## config.mk

```make
export PLATFORM = sky130hd
export DESIGN_NAME = irf_top
export DESIGN_NICKNAME = d
export VERILOG_FILES = /design/src/irf_top.v
export VERILOG_INCLUDE_DIRS = /design/src
export SDC_FILE = /design/constraint.sdc
export NUM_CORES = 1
export LEC_CHECK = 0
export BUFFER_PORTS_ARGS = -buffer_cell sky130_fd_sc_hd__buf_4
export CAP_MARGIN = 20
export CORE_UTILIZATION = 60
export CTS_BUF_LIST = sky130_fd_sc_hd__clkbuf_2 sky130_fd_sc_hd__clkbuf_4 sky130_fd_sc_hd__clkbuf_8
export DETAILED_ROUTE_END_ITERATION = 10
export GPL_ROUTABILITY_DRIVEN = 0
export HOLD_SLACK_MARGIN = 0.02
export PLACE_DENSITY = 0.94
export SLEW_MARGIN = 0
export SYNTH_ARGS = -nofsm -noshare
export SYNTH_HDL_FRONTEND = slang
export SYNTH_SLANG_ARGS = --single-unit
```

## constraint.sdc

```tcl
create_clock -name ref_clk -period 6.3 [get_ports ref_clk]
set_input_delay 1.26 -clock ref_clk [delete_from_list [all_inputs] [get_ports ref_clk]]
set_output_delay 1.26 -clock ref_clk [all_outputs]
set_load 0.1 [all_outputs]
```

## src/irf_regs.vh

```
// Purpose: Register map and constants of the interrupt request flag block
// Assumes: 32-bit AXI4-Lite, one aligned word per register
// Notes:   Offsets are byte addresses
`ifndef IRF_REGS_VH
`define IRF_REGS_VH

`define IRF_ADDR_W          8
`define IRF_DATA_W          32
`define IRF_NPIN            6
`define IRF_NDMA            4
`define IRF_NEVT            10

// Byte offsets
`define IRF_OFS_PIN_FLAGS   8'h00
`define IRF_OFS_DMA_FLAGS   8'h04
`define IRF_OFS_SENSE       8'h08
`define IRF_OFS_EVT_STATUS  8'h0C
`define IRF_OFS_EVT_CLEAR   8'h10
`define IRF_OFS_EVT_ENABLE  8'h14

// Reset values
`define IRF_RST_PIN_FLAGS   6'h00
`define IRF_RST_DMA_FLAGS   4'h0
`define IRF_RST_SENSE       12'h000
`define IRF_RST_EVT         10'h000

// Sense select codes
`define IRF_SENSE_FALL      2'h0
`define IRF_SENSE_RISE      2'h1
`define IRF_SENSE_LOW       2'h2
`define IRF_SENSE_RSVD      2'h3

// AXI responses
`define IRF_RESP_OKAY       2'h0
`define IRF_RESP_SLVERR     2'h2

`endif

```

## src/irf_top.v

```verilog
// Purpose: External pin and DMA interrupt request flags behind AXI4-Lite
// Assumes: DMA requests are synchronous inputs to ref_clk; pins pass a two-flop synchroniser
// Notes:   Single outstanding write and read; answers from flip-flops
`include "irf_regs.vh"
`timescale 1ns/100ps
`default_nettype none

module irf_top (
  input  wire                     ref_clk,
  input  wire                     reset_n,
  input  wire                     ext_int_pin0,
  input  wire                     ext_int_pin1,
  input  wire                     ext_int_pin2,
  input  wire                     ext_int_pin3,
  input  wire                     ext_int_pin4,
  input  wire                     ext_int_pin5,
  input  wire                     dma_ch0_end_request,
  input  wire                     dma_ch1_end_request,
  input  wire                     dma_ch2_end_request,
  input  wire                     dma_ch3_end_request,
  input  wire [`IRF_ADDR_W-1:0]   s_axi_awaddr,
  input  wire [2:0]               s_axi_awprot,
  input  wire                     s_axi_awvalid,
  output reg                      s_axi_awready,
  input  wire [`IRF_DATA_W-1:0]   s_axi_wdata,
  input  wire [3:0]               s_axi_wstrb,
  input  wire                     s_axi_wvalid,
  output reg                      s_axi_wready,
  output reg  [1:0]               s_axi_bresp,
  output reg                      s_axi_bvalid,
  input  wire                     s_axi_bready,
  input  wire [`IRF_ADDR_W-1:0]   s_axi_araddr,
  input  wire [2:0]               s_axi_arprot,
  input  wire                     s_axi_arvalid,
  output reg                      s_axi_arready,
  output reg  [`IRF_DATA_W-1:0]   s_axi_rdata,
  output reg  [1:0]               s_axi_rresp,
  output reg                      s_axi_rvalid,
  input  wire                     s_axi_rready,
  output reg                      irq_q
);

  // Reset release
  reg                     rst_meta_q;
  reg                     rst_sync_q;
  wire                    rst_n;

  always @(posedge ref_clk or negedge reset_n) begin
    if (!reset_n) begin
      rst_meta_q <= 1'b0;
      rst_sync_q <= 1'b0;
    end else begin
      rst_meta_q <= 1'b1;
      rst_sync_q <= rst_meta_q;
    end
  end

  assign rst_n = rst_sync_q;

  // Byte-lane mask from write strobes
  function [`IRF_DATA_W-1:0] lane_mask;
    input [3:0] strb;
    begin
      lane_mask = {{8{strb[3]}}, {8{strb[2]}}, {8{strb[1]}}, {8{strb[0]}}};
    end
  endfunction

  // Register offset decode
  function is_mapped;
    input [`IRF_ADDR_W-1:0] addr;
    begin
      case (addr)
        `IRF_OFS_PIN_FLAGS,
        `IRF_OFS_DMA_FLAGS,
        `IRF_OFS_SENSE,
        `IRF_OFS_EVT_STATUS,
        `IRF_OFS_EVT_CLEAR,
        `IRF_OFS_EVT_ENABLE: is_mapped = 1'b1;
        default: is_mapped = 1'b0;
      endcase
    end
  endfunction

  // Pin synchronisers
  wire [`IRF_NPIN-1:0]    pin_raw;
  reg  [`IRF_NPIN-1:0]    pin_meta_q;
  reg  [`IRF_NPIN-1:0]    pin_sync_q;
  reg  [`IRF_NPIN-1:0]    pin_prev_q;

  assign pin_raw = {ext_int_pin5, ext_int_pin4, ext_int_pin3,
                    ext_int_pin2, ext_int_pin1, ext_int_pin0};

  always @(posedge ref_clk or negedge rst_n) begin
    if (!rst_n) begin
      pin_meta_q <= {`IRF_NPIN{1'b1}};
      pin_sync_q <= {`IRF_NPIN{1'b1}};
      pin_prev_q <= {`IRF_NPIN{1'b1}};
    end else begin
      pin_meta_q <= pin_raw;
      pin_sync_q <= pin_meta_q;
      pin_prev_q <= pin_sync_q;
    end
  end

  // Register state
  reg  [`IRF_NPIN-1:0]    pin_flags_q;
  reg  [`IRF_NPIN-1:0]    pin_flags_d;
  reg  [`IRF_NPIN-1:0]    clr_armed_q;
  reg  [`IRF_NPIN-1:0]    clr_armed_d;
  reg  [`IRF_NDMA-1:0]    dma_flags_q;
  reg  [2*`IRF_NPIN-1:0]  sense_q;
  reg  [`IRF_NEVT-1:0]    evt_status_q;
  reg  [`IRF_NEVT-1:0]    evt_enable_q;

  // Write channel state
  reg                     aw_got_q;
  reg                     w_got_q;
  reg  [`IRF_ADDR_W-1:0]  wr_addr_q;
  reg  [`IRF_DATA_W-1:0]  wr_data_q;
  reg  [3:0]              wr_strb_q;
  wire                    aw_fire;
  wire                    w_fire;
  wire                    wr_exec;
  wire [`IRF_DATA_W-1:0]  wr_mask;
  wire [`IRF_DATA_W-1:0]  wr_bits;

  assign aw_fire = s_axi_awvalid & s_axi_awready;
  assign w_fire  = s_axi_wvalid & s_axi_wready;
  assign wr_exec = aw_got_q & w_got_q & ~s_axi_bvalid;
  assign wr_mask = lane_mask(wr_strb_q);
  assign wr_bits = wr_data_q & wr_mask;

  // Read channel
  wire                    ar_fire;
  wire                    pin_rd;

  assign ar_fire = s_axi_arvalid & s_axi_arready;
  assign pin_rd  = ar_fire & (s_axi_araddr == `IRF_OFS_PIN_FLAGS);

  // Pin flag next state
  reg  [1:0]              mode;
  reg                     pin_set;
  reg                     pin_clr;
  integer                 i;

  always @* begin
    pin_flags_d = pin_flags_q;
    clr_armed_d = clr_armed_q;
    mode        = `IRF_SENSE_FALL;
    pin_set     = 1'b0;
    pin_clr     = 1'b0;
    for (i = 0; i < `IRF_NPIN; i = i + 1) begin
      mode    = sense_q[2*i +: 2];
      // Clear only a bit that was read as 1 and now written 0
      pin_clr = wr_exec & (wr_addr_q == `IRF_OFS_PIN_FLAGS) & wr_mask[i]
                & ~wr_data_q[i] & clr_armed_q[i];
      case (mode)
        `IRF_SENSE_FALL: pin_set = pin_prev_q[i] & ~pin_sync_q[i];
        `IRF_SENSE_RISE: pin_set = ~pin_prev_q[i] & pin_sync_q[i];
        `IRF_SENSE_LOW:  pin_set = ~pin_sync_q[i];
        default:         pin_set = 1'b0;
      endcase
      if (mode == `IRF_SENSE_LOW) begin
        pin_flags_d[i] = ~pin_sync_q[i];
      end else begin
        pin_flags_d[i] = pin_set | (pin_flags_q[i] & ~pin_clr);
      end
      if (pin_clr) begin
        clr_armed_d[i] = 1'b0;
      end
      if (pin_rd && pin_flags_q[i]) begin
        clr_armed_d[i] = 1'b1;
      end
    end
  end

  // Events: a flag rising sets its sticky status bit
  wire [`IRF_NDMA-1:0]    dma_in;
  wire [`IRF_NEVT-1:0]    evt_set;
  wire [`IRF_NEVT-1:0]    evt_clr;

  assign dma_in  = {dma_ch3_end_request, dma_ch2_end_request,
                    dma_ch1_end_request, dma_ch0_end_request};
  assign evt_set = {dma_in & ~dma_flags_q, pin_flags_d & ~pin_flags_q};
  assign evt_clr = (wr_exec && wr_addr_q == `IRF_OFS_EVT_CLEAR) ?
                   wr_bits[`IRF_NEVT-1:0] : `IRF_RST_EVT;

  // Flag and control registers
  always @(posedge ref_clk or negedge rst_n) begin
    if (!rst_n) begin
      pin_flags_q  <= `IRF_RST_PIN_FLAGS;
      clr_armed_q  <= `IRF_RST_PIN_FLAGS;
      dma_flags_q  <= `IRF_RST_DMA_FLAGS;
      sense_q      <= `IRF_RST_SENSE;
      evt_status_q <= `IRF_RST_EVT;
      evt_enable_q <= `IRF_RST_EVT;
      irq_q        <= 1'b0;
    end else begin
      pin_flags_q  <= pin_flags_d;
      clr_armed_q  <= clr_armed_d;
      dma_flags_q  <= dma_in;
      // Set wins over a same-cycle clear
      evt_status_q <= (evt_status_q & ~evt_clr) | evt_set;
      irq_q        <= |(evt_status_q & evt_enable_q);
      if (wr_exec) begin
        case (wr_addr_q)
          `IRF_OFS_SENSE: begin
            sense_q <= (sense_q & ~wr_mask[2*`IRF_NPIN-1:0])
                       | wr_bits[2*`IRF_NPIN-1:0];
          end
          `IRF_OFS_EVT_ENABLE: begin
            evt_enable_q <= (evt_enable_q & ~wr_mask[`IRF_NEVT-1:0])
                            | wr_bits[`IRF_NEVT-1:0];
          end
          // DMA flags are read-only; writes there are dropped
          default: begin
            evt_enable_q <= evt_enable_q;
          end
        endcase
      end
    end
  end

  // Write address/data capture and response
  always @(posedge ref_clk or negedge rst_n) begin
    if (!rst_n) begin
      aw_got_q      <= 1'b0;
      w_got_q       <= 1'b0;
      wr_addr_q     <= {`IRF_ADDR_W{1'b0}};
      wr_data_q     <= {`IRF_DATA_W{1'b0}};
      wr_strb_q     <= 4'h0;
      s_axi_awready <= 1'b0;
      s_axi_wready  <= 1'b0;
      s_axi_bvalid  <= 1'b0;
      s_axi_bresp   <= `IRF_RESP_OKAY;
    end else begin
      if (aw_fire) begin
        aw_got_q      <= 1'b1;
        wr_addr_q     <= s_axi_awaddr;
        s_axi_awready <= 1'b0;
      end else if (!aw_got_q && !s_axi_bvalid) begin
        s_axi_awready <= 1'b1;
      end
      if (w_fire) begin
        w_got_q      <= 1'b1;
        wr_data_q    <= s_axi_wdata;
        wr_strb_q    <= s_axi_wstrb;
        s_axi_wready <= 1'b0;
      end else if (!w_got_q && !s_axi_bvalid) begin
        s_axi_wready <= 1'b1;
      end
      if (wr_exec) begin
        s_axi_bvalid <= 1'b1;
        aw_got_q     <= 1'b0;
        w_got_q      <= 1'b0;
        s_axi_bresp  <= is_mapped(wr_addr_q) ? `IRF_RESP_OKAY : `IRF_RESP_SLVERR;
      end else if (s_axi_bvalid && s_axi_bready) begin
        s_axi_bvalid <= 1'b0;
      end
    end
  end

  // Read data mux
  reg  [`IRF_DATA_W-1:0]  rd_word;

  always @* begin
    rd_word = {`IRF_DATA_W{1'b0}};
    case (s_axi_araddr)
      `IRF_OFS_PIN_FLAGS:  rd_word[`IRF_NPIN-1:0] = pin_flags_q;
      `IRF_OFS_DMA_FLAGS:  rd_word[`IRF_NDMA-1:0] = dma_flags_q;
      `IRF_OFS_SENSE:      rd_word[2*`IRF_NPIN-1:0] = sense_q;
      `IRF_OFS_EVT_STATUS: rd_word[`IRF_NEVT-1:0] = evt_status_q;
      `IRF_OFS_EVT_ENABLE: rd_word[`IRF_NEVT-1:0] = evt_enable_q;
      default:             rd_word = {`IRF_DATA_W{1'b0}};
    endcase
  end

  always @(posedge ref_clk or negedge rst_n) begin
    if (!rst_n) begin
      s_axi_arready <= 1'b0;
      s_axi_rvalid  <= 1'b0;
      s_axi_rdata   <= {`IRF_DATA_W{1'b0}};
      s_axi_rresp   <= `IRF_RESP_OKAY;
    end else begin
      if (ar_fire) begin
        s_axi_arready <= 1'b0;
        s_axi_rvalid  <= 1'b1;
        s_axi_rdata   <= rd_word;
        s_axi_rresp   <= is_mapped(s_axi_araddr) ? `IRF_RESP_OKAY : `IRF_RESP_SLVERR;
      end else if (s_axi_rvalid && s_axi_rready) begin
        s_axi_rvalid  <= 1'b0;
      end else if (!s_axi_rvalid) begin
        s_axi_arready <= 1'b1;
      end
    end
  end

endmodule

`default_nettype wire

```

**Word level (Yosys, flattened, before mapping)**

Index checks and enable logic that the tools add are counted.

- Bits in registers: 114
- Bits of input ports: 75
- Output and inout port bits: 42

- Eq/ne operators: 24
- Mux-type cells: 50
- Bitwise operators: 84
- Reductions and logical operators: 40

Operator list:

| kind | number |
|---|---|
| 1-bit bitwise AND | 38 |
| 1-bit two-way mux | 37 |
| 8-bit by 4-bit equality test with 1-bit output, second input constant | 4 |
| 8-bit by 5-bit equality test with 1-bit output, second input constant | 4 |
| 10-bit bitwise AND | 3 |
| 1-bit inverter | 25 |
| 12-bit bitwise AND | 2 |
| 2-bit nonzero test | 12 |
| 10-bit inverter | 2 |
| 10-bit OR | 2 |
| 4-bit case mux with 5 select lines | 1 |
| 1-bit case mux with 3 select lines | 6 |
| 8-bit by 3-bit equality test with 1-bit output, second input constant | 2 |
| 8-bit zero test | 2 |
| 2-bit by 1-bit equality test with 1-bit output, second input constant | 6 |
| 2-bit equality test, second input constant | 6 |
| 2-bit zero test | 6 |
| 12-bit inverter | 1 |
| 12-bit OR | 1 |
| 4-bit case mux with 3 select lines | 1 |
| 6-bit OR reduction | 2 |
| 1-bit logical AND | 11 |
| 10-bit two-way mux | 1 |
| 10-bit OR reduction | 1 |
| 11 further kinds | 22 |

**Longest topological paths before layout**

Gate-level depths: netlist of the first run.

- Depth in word-level cells: 12
- Mapped depth: 6
- Mapped depth without buffers: 4

**Worst setup path after synthesis of the first run**

Ideal clock, no wire load.

- Path type: input-to-reg
- Start: in s_axi_araddr[7]
- End: reg s_axi_rdata[1]
- Library setup time: 0.067 ns
- Data arrival time: 2.467 ns
- Data required time: 6.233 ns
- Path slack: 3.766 ns
- Cell stages on the path: 5
- Cells stage by stage: or4_4 > or2_0 > buf_2 > o31ai_1 > o22a_1

- Longest elaborated chain between the ends: 2

Ends and longest elaborated chain:

| element | RTL line | text |
|---|---|---|
| start, declared | irf_top.v:32 | `` input wire [`IRF_ADDR_W-1:0] s_axi_araddr, `` |
| 8-bit by 5-bit equality test with 1-bit output (tied with other cells) | irf_top.v:268 | `case (s_axi_araddr)` |
| 4-bit case mux with 5 select lines * | irf_top.v:268 |  |
| end signal, assigned | irf_top.v:282 | `` s_axi_rdata <= {`IRF_DATA_W{1'b0}}; `` |
| end signal, assigned | irf_top.v:288 | `s_axi_rdata <= rd_word;` |
| end, declared | irf_top.v:36 | `` output reg [`IRF_DATA_W-1:0] s_axi_rdata, `` |

Every way passes the cells marked *; elsewhere a longest branch is shown, timed or not.
A chain may end at the register's enable or synchronous reset.

**Final worst setup path of the first run**

- Start: reg s_axi_bvalid
- End: out s_axi_bvalid

RTL lines:

| element | RTL line | text |
|---|---|---|
| start, declared | irf_top.v:30 | `output reg s_axi_bvalid,` |
| start signal, assigned | irf_top.v:234 | `s_axi_bvalid <= 1'b0;` |
| start signal, assigned | irf_top.v:253 | `s_axi_bvalid <= 1'b1;` |
| start signal, assigned | irf_top.v:258 | `s_axi_bvalid <= 1'b0;` |

No word-level cell between the ends.

==> results of run 1 <==
## how the worst max path moves through the flow
stage | from | to | slack (ns) | cells past startpoint
floorplan | rst_n | asynchronous set/reset pin | 2.98 | 0
global placement | s_axi_araddr[7] | s_axi_rdata[1] | 3.60 | 5
detailed placement | s_axi_araddr[7] | s_axi_rdata[1] | 3.55 | 5
CTS | s_axi_bvalid | s_axi_bvalid | 3.84 | 1
global route | s_axi_bvalid | s_axi_bvalid | 3.81 | 1
finish | s_axi_bvalid | s_axi_bvalid | 3.86 | 1
## cell usage in the layout, fill, tap and decap left out, drive strengths merged, types with 2 or more instances in the layout
master	count
a21oi	9
a22o	8
a22oi	9
a31oi	2
and2	9
and4bb	2
buf	67
clkbuf	12
conb	23
dfrtp	94
dfstp	18
inv	24
mux2	46
mux2i	16
nand2	35
nand3	3
nand4	4
nor2	27
nor2b	4
nor3	5
o21a	3
o21ai	19
o22a	2
o22ai	4
o2bb2ai	6
o31a	6
o31ai	2
o32a	7
## layer usage
| layer | global-route usage, % | vias up | routed length (µm) |
|---|---|---|---|
| li1 | - | 1536 | - |
| met1 | 33.2 | 1657 | 4030 |
| met2 | 41.4 | 132 | 4910 |
| met3 | 3.86 | 19 | 606 |
| met4 | 12.1 | 0 | 267 |
| met5 | 0 | - | 0 |
## stage by stage
step	hold WS [ns]	setup WS, ns
after floorplan	0.331	2.98
after global placement	0.272	3.60
after detailed placement	0.282	3.55
after CTS	0.287	3.84
after global routing	0.317	3.81
final	0.266	3.86
## power by group
group	switching (W)	internal [W]	total, W	leakage, nW
Clock	0.000236	0.000200	0.000436	0.101
Combinational	0.000387	0.000213	0.000601	1.21
Sequential	0.000169	0.000866	0.00104	1.29
## kinds of logic after synthesis
group | synth area share (%)
AND/OR/NAND/NOR | 10.9
multiplexers | 13.8
buffers and inverters | 6.20
AO/OA/AOI/OAI | 11.6
other | 0.153
flip-flops | 57.4
## layout make-up
class | count | area share (%)
clock buffer | 12 | 2.61
clock inverter | 4 | 0.980
inverter | 23 | 1.54
multi-input combinational | 262 | 33.3
sequential | 112 | 50.4
tap | 102 | 2.27
timing repair buffer | 67 | 8.96
==> key figures, run 1 <==
Outcome
  • Status: finished clean

Detailed routing
  • Drt wl/cell: 16.9 µm
  • Drt total wl: 9810 µm
  • Antenna Nets Post-Route: 0
  • Via density: 5.75
  • Residual DRC: 0
  • Drt pass-1 iters: 4
  • Vias: 3344
  • 1st-iter DRT viols: 261

STA
  • Final setup viols: 0
  • Setup Total Neg Slack: 0 ns
  • FMAX: 0.410 GHz
  • Crit share post-route: 38.8%
  • Max-Slew Margin vs Limit: 37.7%
  • Worst-margin pin slew: 0.934 ns
  • RSZ-0062 raised after global routing: no
  • Clock skew: 0.0114 ns
  • Fin crit period: 2.44 ns
  • Pins over their slew limit: 0
  • Final hold vios: 0

Yosys
  • Ys flop type: dfrtp_1
  • FFs w/ async S/R, synth: 100%
  • Yosys warnings: 0
  • Top cell type's share of synthesized area: 47.8%
  • Distinct cells, synth: 44
  • Mean Syn Cell Area: 12.0 µm²
  • Post-synth top area cell: dfrtp_1
  • Number of synthesized flops with an enable pin: 0
  • Post-Synthesis Cells: 410
  • Synthesis-stage register bit count: 112
  • Most common cell in the synthesized netlist: dfrtp_1
  • Most frequent cells after synthesis: 94 x dfrtp_1, 45 x mux2_2, 35 x nand2_1, 27 x nor2_1
  • Cell area after synthesis: 4920 µm²
  • Sequential area share after synthesis: 57.4%
  • Area contributors post-synth: dfrtp_1 48%, mux2_2 10%, dfstp_2 9.6%

Clock network
  • Total clock buffers created by CTS: 9
  • Root buffer cell: clkbuf_8
  • Resize count post-CTS: 0
  • Clock Latency Late Sink: 0.38 ns
  • CTS tree: yes
  • CTS hold repair buffers: 0
  • Clock buffer depth: 2
  • CTS sink cnt: 112
  • Clk slew on worst S/H paths: 0.10 ns
  • H-tree levels: 3
  • Setup Buffers After CTS: 0

Layout
  • Final Util: 71.6%
  • Share of post-route cells with drive strength above 1: 32.1%
  • Final net count: 550
  • Final instance area: 5620 µm²
  • Diode count: 0
  • Area grow syn2layout: 14.1%
  • Storage element area: 2830 µm²
  • Multi-input gate area: 1870 µm²
  • Fin cells: 582
  • # fillers: 555

GRT
  • First-pass GRT wire length: 16400 µm
  • Gr ovfl total: 0
  • Initial antenna violation count: 0
  • Largest net degree at the start of global routing: 79
  • Vias in the first global route: 3388
  • GRT Util Overall: 25.3%

Worst setup path
  • R2R Path Start: wr_addr_q[0]
  • CP top delay family: flip-flops
  • Crit start category: register
  • Setup CP Type: register to output pin
  • Crit Path Max Fanout: 6
  • WP data arrival: 1.18 ns
  • Nature of the critical path endpoint: output pin
  • Flop-to-flop setup slack: 4.18 ns
  • R2r endpoint: pin_flags_q[3]
  • Max incr delay on CP: 0.47 ns
  • R2R depth: 4
  • Required time of the critical path: 5.04 ns
  • Slowest cell on crit path: dfrtp_1
  • Critical-path cell list: buf_4
  • Bufs and invs on worst path: 1

Placement
  • DP HPWL: 7090 µm
  • Dpl cells: 566
  • Port Buf Inserts: 66
  • Post-DP Area: 5420 µm²

Min path
  • Hold/Removal Path Class: register to asynchronous set/reset pin

Floorplanning
  • Die X: 92.6 µm
  • Core ar.: 7850 µm²
  • Die height: 92.6 µm
  • Full die area: 8570 µm²
  • Initial Utilization: 62.7%
  • I/O Pins: 117
  • # rows: 32

Pwr
  • Pwr Density: 369 nW/µm²
  • Pleak: 2.60 nW
  • Worst vdd ir: 0.000403 V
  • Total power: 0.00207 W

Flow run
  • Max cap viols: 0
(Power assumes the default switching activity.)
==> run 2, diff against run 1 <==
ABC_AREA = 1   (was default)
CORE_UTILIZATION = 56   (was 60)
PLACE_DENSITY = 0.89   (was 0.94)
clock period = 2.4 ns   (was 6.3 ns; I/O delays follow)
==> key figures, run 2 <==
Detailed routing
  • Residual DRC: 0 (unchanged)
  • Drt total wl: 10700 µm (+9.4%)
  • 1st-iter DRT viols: 337 (+29%)
  • Vias: 4006 (+20%)
  • Antenna Nets Post-Route: 0 (unchanged)
  • Via density: 5.44 (-5.3%)
  • Drt pass-1 iters: 5 (+1)
  • Drt wl/cell: 14.6 µm (-14%)

Clock network
  • CTS sink cnt: 112 (unchanged)
  • Clock Latency Late Sink: 0.37 ns (about the same)
  • Resize count post-CTS: 0 (unchanged)
  • Total clock buffers created by CTS: 9 (unchanged)
  • H-tree levels: 3 (unchanged)
  • CTS tree: yes
  • Clock buffer depth: 2 (unchanged)
  • Root buffer cell: clkbuf_8
  • Clk slew on worst S/H paths: 0.10 ns (about the same)

STA
  • Clock skew: 0.0116 ns (+0.000226 ns)
  • Final hold vios: 0 (unchanged)
  • FMAX: 0.645 GHz
  • Pins over their slew limit: 0 (unchanged)
  • RSZ-0062 raised after global routing: no
  • Slack of the critical path: 0.849 ns (-3.01 ns)
  • Max-Slew Margin vs Limit: 55.9% (+18 points)
  • Worst-margin pin slew: 0.661 ns (-0.273 ns)
  • Crit share post-route: 64.6%
  • Fin crit period: 1.55 ns
  • Setup Total Neg Slack: 0 ns (unchanged)
  • Final setup viols: 0 (unchanged)

Pwr
  • Sw frac: 42.6% (+4.4 points)
  • Worst vdd ir: 0.000888 V (+120%)
  • Pleak: 2.73 nW (+4.7%)
  • Logic pwr share: 35.0% (+6.0 points)
  • Net Sw Power: 0.00256 W (+220%)
  • Sequential power share: 45.9% (-4.1 points)
  • Pint: 0.00345 W (+170%)
  • Total power: 0.00601 W (+190%)
  • Pwr Density: 1040 nW/µm² (+180%)
  • Clk pwr share: 19.1% (-1.9 points)

Worst setup path
  • Nature of the critical path endpoint: output pin
  • Setup CP Type: register to output pin
  • Setup crit end: s_axi_bvalid
  • Critical path launch point: s_axi_bvalid
  • R2r endpoint: clr_armed_q[3]
  • Bufs and invs on worst path: 1 (unchanged)
  • Critical Path Stages: 1 (unchanged)
  • R2R Path Start: wr_addr_q[7]
  • Flop-to-flop setup slack: 0.91 ns (-3.27 ns)
  • R2R depth: 6 (+2)
  • Max incr delay on CP: 0.40 ns (-0.07 ns)
  • Required time of the critical path: 1.92 ns (-3.12 ns)
  • WP data arrival: 1.07 ns (-0.11 ns)
  • Slowest cell on crit path: dfrtp_1
  • Crit start category: register
  • CP top delay family: flip-flops
  • Critical-path cell list: buf_4
  • Crit Path Max Fanout: 4 (-2)

Yosys
  • Simple-gate area share of the yosys netlist: 23.6% (+13 points)
  • Top cell type's share of synthesized area: 46.7% (-1.1 points)
  • Most common cell in the synthesized netlist: nand2_1
  • Area contributors post-synth: dfrtp_1 47%, nand2_1 11%, dfstp_2 9.4%
  • FFs w/ async S/R, synth: 100% (unchanged)
  • Distinct cells, synth: 32 (-27%)
  • Mean Syn Cell Area: 9.17 µm² (-24%)
  • Post-synthesis compound-gate area fraction: 11.7% (+0.11 points)
  • Synthesis-stage register bit count: 112 (unchanged)
  • Most frequent cells after synthesis: 146 x nand2_1, 94 x dfrtp_1, 57 x o21ai_0, 50 x inv_1, 41 x nand3_1
  • Post-synthesis xor/xnor area fraction: 0% (unchanged)
  • Ys flop type: dfrtp_1
  • Number of synthesized flops with an enable pin: 0 (unchanged)
  • Post-synth top area cell: dfrtp_1
  • Post-Synthesis Cells: 549 (+34%)
  • Cell area after synthesis: 5040 µm² (+2.3%)
  • Multiplexer share of the synthesized area: 0% (-14 points)
  • Sequential area share after synthesis: 56.1% (-1.3 points)
  • Largest family of logic cells by synthesized area: simple AND/OR/NAND/NOR gates
  • Yosys warnings: 0 (unchanged)
  • Synth Area in Adders: 0% (unchanged)

Floorplanning
  • Full die area: 9380 µm² (+9.4%)
  • Initial Utilization: 57.7% (-5.0 points)
  • Die X: 96.8 µm (+4.6%)
  • I/O Pins: 117 (unchanged)
  • # rows: 34 (+6.3%)
  • Core ar.: 8720 µm² (+11%)
  • Die height: 96.8 µm (+4.6%)

Outcome
  • Status: finished clean

Layout
  • Final net count: 698 (+27%)
  • Area grow syn2layout: 14.8%
  • Share of post-route cells with drive strength above 1: 24.5% (-7.6 points)
  • Diode count: 0 (unchanged)
  • Most frequent cells in the layout: 146 x nand2_1, 93 x dfrtp_1, 72 x buf_4
  • Commonest non-fill, non-tap cell in the layout: nand2_1
  • Fin cells: 736 (+26%)

GRT
  • Gr ovfl total: 0 (unchanged)
  • First-pass GRT wire length: 18400 µm (+12%)
  • GRT Util Overall: 24.4% (-0.85 points)
  • Largest net degree at the start of global routing: 53 (-33%)
  • Initial antenna violation count: 0 (unchanged)
  • Vias in the first global route: 3959 (+17%)

Placement
  • Port Buf Inserts: 66 (unchanged)
  • Dpl cells: 719 (+27%)
  • Worst slack at placement: 0.773 ns (-2.78 ns)
  • DP HPWL: 7750 µm (+9.3%)

Flow run
  • Max cap viols: 0 (unchanged)

Min path
  • Hold/Removal Path Class: input pin to register
[run 2: cell count changes after synthesis, sizes merged, moves of 7 or more]
cell / change
mux2i: -16
o21ai: +58
and2: -9
inv: +29
a22oi: -9
nor2: +15
nand3: +43
o32a: -7
nand2: +119
mux2: -46
[run 2: area by class of cell]
cell class	instances	area, µm²
clock buffer	15	175
timing repair buffer	73	551
multi-input combinational	374	1860
fill	676	2940
sequential	112	2830
tap	108	135
inverter	53	199
clock inverter	1	30.0
[run 2: timing repair]
item                                   in CTS  in global routing
hold buffers                                1                  0
endpoints found under the hold margin       2                  0
setup buffers                               0                  0
[run 2: worst min-delay path by stage]
stage | slack (ns) | startpoint | to | depth (start not counted)
CTS | 0.20 | ext_int_pin5 | pin_meta_q[5] | 1
global route | 0.20 | ext_int_pin5 | pin_meta_q[5] | 1
detailed placement | 0.26 | reset_n | rst_meta_q | 1
floorplan | 0.18 | reset_n | rst_meta_q | 0
global placement | 0.26 | reset_n | rst_meta_q | 1
finish | 0.21 | ext_int_pin4 | pin_meta_q[4] | 1
[run 2: power by group through the flow]
stage               clock, W  sequential [W]  combinational, W
floorplan                  0         0.00331           0.00105
detailed placement         0         0.00278           0.00210
finish               0.00115         0.00276           0.00211
global route         0.00125         0.00282           0.00227
global placement           0         0.00275           0.00203
CTS                  0.00116         0.00275           0.00212
[run 2: per-stage QoR]
step | hold slack, ns | instance area [µm²] | util (%)
floorplan | 0.184 | 5120 | -
global placement | 0.262 | 5570 | 63.8
detailed placement | 0.265 | 5570 | 63.8
CTS | 0.199 | 5780 | 66.3
global route | 0.195 | 5780 | 66.3
finish | 0.208 | 5780 | 66.3
[run 2: per-layer routing]
layer / wire [µm] / share of wire, % / global-route usage [%] / up-vias
li1: - / - / - / 1876
met1: 4510 / 42 / 32.9 / 1920
met2: 5230 / 49 / 39.4 / 189
met3: 751 / 7.0 / 3.90 / 21
met4: 232 / 2.2 / 10.7 / 0
met5: 0 / 0 / 0 / -
[run 2: cell families (layout without fill, tap and decap cells)]
| logic type | count (synthesis) | in the layout |
|---|---|---|
| other cells | 2 | 23 |
| simple gates | 253 | 253 |
| flops | 112 | 112 |
| buf+inv | 84 | 142 |
| compound gates | 98 | 98 |
==> run 3, diff against run 2 <==
CORE_UTILIZATION = 50   (was 56)
PLACE_DENSITY = 0.84   (was 0.89)
clock period = 1.3 ns   (was 2.4 ns; I/O delays follow)
==> key figures, run 3 (synthesis gave the netlist of run 2 again) <==
Clock network
  • Root buffer cell: clkbuf_8
  • Clock Latency Late Sink: 0.37 ns (about the same)
  • H-tree levels: 3 (unchanged)
  • Clock buffer depth: 2 (unchanged)
  • Total clock buffers created by CTS: 9 (unchanged)
  • Clk slew on worst S/H paths: 0.10 ns (about the same)
  • CTS tree: yes
  • CTS sink cnt: 112 (unchanged)

Layout
  • Share of post-route cells with drive strength above 1: 32.5% (+8.0 points)
  • Commonest non-fill, non-tap cell in the layout: nand2_1
  • Area grow syn2layout: 28.8%
  • Multi-input gate area: 2010 µm² (+7.6%)
  • Fin cells: 800 (+8.7%)
  • Final net count: 737 (+5.6%)
  • Storage element area: 2840 µm² (+0.53%)
  • # fillers: 755 (+12%)
  • Diode count: 0 (unchanged)
  • Most frequent cells in the layout: 128 x nand2_1, 89 x dfrtp_1, 74 x buf_4

Flow run
  • Max cap viols: 0 (unchanged)

GRT
  • Vias in the first global route: 4103 (+3.6%)
  • Gr ovfl total: 0 (unchanged)
  • Met2 Use GR: 39.8% (+0.42 points)
  • First-pass GRT wire length: 19300 µm (+4.9%)
  • Initial antenna violation count: 0 (unchanged)
  • Largest net degree at the start of global routing: 38 (-28%)
  • M1 GR Usage: 31.6% (-1.2 points)
  • GRT Max-Usage Layer: met2
  • Met3 Use GR: 4.24% (+0.34 points)
  • GRT Util Overall: 24.3% (-0.14 points)

Placement
  • Port Buf Inserts: 66 (unchanged)
  • Dpl cells: 760 (+5.7%)
  • DP HPWL: 8200 µm (+5.8%)
  • Worst slack at placement: -0.225 ns (-0.997 ns)

Worst setup path
  • Setup CP Type: register to register
  • Critical-path cell list: nor2_4 -> nand3_2 -> nor2_4 -> nand3_4 -> nand2_2 -> o21ai_2
  • Critical Path Most Common Cell: nor2_4
  • Crit Path Max Fanout: 8 (+4)
  • CP top delay family: simple AND/OR/NAND/NOR gates
  • Nature of the critical path endpoint: register
  • R2R Path Start: wr_addr_q[0]
  • Critical path launch point: wr_addr_q[0]
  • Flop-to-flop setup slack: -0.18 ns (-1.09 ns)
  • Max incr delay on CP: 0.42 ns (+0.02 ns)
  • Bufs and invs on worst path: 0 (-1)
  • Required time of the critical path: 1.57 ns (-0.35 ns)
  • Crit start category: register
  • Critical Path Stages: 6 (+5)
  • R2R depth: 6 (unchanged)
  • WP data arrival: 1.75 ns (+0.68 ns)
  • Slowest cell on crit path: dfrtp_1

Detailed routing
  • 1st-iter DRT viols: 309 (-8.3%)
  • Drt pass-1 iters: 6 (+1)
  • Vias: 4195 (+4.7%)
  • Residual DRC: 0 (unchanged)
  • Drt total wl: 11800 µm (+9.8%)
  • Drt wl/cell: 14.7 µm (+0.98%)
  • Antenna Nets Post-Route: 0 (unchanged)
  • Via density: 5.24 (-3.7%)

STA
  • Final setup viols: 49 (+49)
  • FMAX: 0.678 GHz
  • RSZ-0062 raised after global routing: yes
  • Final hold vios: 0 (unchanged)
  • Fin crit period: 1.48 ns
  • Worst Hold Slack: 0.0608 ns (-0.147 ns)
  • Clock skew: 0.00652 ns (-0.00513 ns)
  • Slack of the critical path: -0.176 ns (-1.03 ns)
  • Crit share post-route: 114%
  • Pins over their slew limit: 0 (unchanged)

Outcome
  • Status: finished, violations left
  • Failing checks: negative setup slack

Floorplanning
  • Die height: 102 µm (+5.7%)
  • # rows: 36 (+5.9%)
  • Die X: 102 µm (+5.7%)
  • Initial Utilization: 51.5% (-6.2 points)
  • I/O Pins: 117 (unchanged)
  • Core ar.: 9770 µm² (+12%)
  • Full die area: 10500 µm² (+12%)

Min path
  • Hold/Removal Path Class: input pin to register

Pwr
  • Pwr Density: 1890 nW/µm² (+82%)
  • Worst vdd ir: 0.00173 V (+95%)
  • Pleak: 2.98 nW (+9.2%)
run 3: area by class of cell:
class	count	area share, %
Sequential cell	112	43.8
Timing Repair Buffer	110	16.1
Multi-Input combinational cell	375	30.9
Clock inverter	5	1.00
Timing Repair inverter	1	0.116
Tap cell	133	2.56
Inverter	53	3.22
Clock buffer	11	2.24
run 3: worst min path at each step:
stage / startpoint / end / depth (start not counted)
after global routing: s_axi_bready / s_axi_bvalid / 2
after floorplan: reset_n / rst_meta_q / 0
after global placement: reset_n / rst_meta_q / 1
after detailed placement: reset_n / rst_meta_q / 1
final: s_axi_bready / s_axi_bvalid / 2
after CTS: s_axi_rready / s_axi_rvalid / 2
run 3: metal layers:
metal | vias up | share of wire [%]
met1 | 1987 | 42
met5 | - | 0
met2 | 207 | 50
li1 | 1966 | -
met4 | 0 | 2.7
met3 | 35 | 5.8
run 3: timing repair:
action / 4_1_cts / 5_1_grt
gates cloned: 1 / 1
pin swaps: 5 / 18
gates resized for setup: 35 / 38
setup buffers: 3 / 8
endpoints found under the setup margin: 57 / 61
endpoints found under the hold margin: 12 / 0
hold buffers: 11 / 0
run 3: worst register-to-register path: stages, from the launching register on:
cell and delay, ns:
dfrtp_1 0.42, nor2_4 0.17, nand3_2 0.12, nor2_4 0.24, nand3_4 0.23, nand2_2 0.14, o21ai_2 0.06
run 3: power by group:
group	internal, W	switching (W)	total (W)	leakage, nW
Sequential	0.00440	0.000825	0.00523	1.29
Clock	0.000983	0.00119	0.00217	0.101
Combinational	0.00163	0.00323	0.00486	1.59
run 3: stage by stage:
| step | TNS, ns | utilization (%) | power [W] | cell area, µm² |
|---|---|---|---|---|
| global route | -8.63 | 66.4 | 0.0129 | 6490 |
| CTS | -4.21 | 64.5 | 0.0119 | 6300 |
| global placement | -2.00 | 59.5 | 0.00913 | 5820 |
| finish | -5.73 | 66.4 | 0.0123 | 6490 |
| floorplan | -5.91 | - | 0.00818 | 5180 |
| detailed placement | -4.06 | 59.5 | 0.00933 | 5820 |
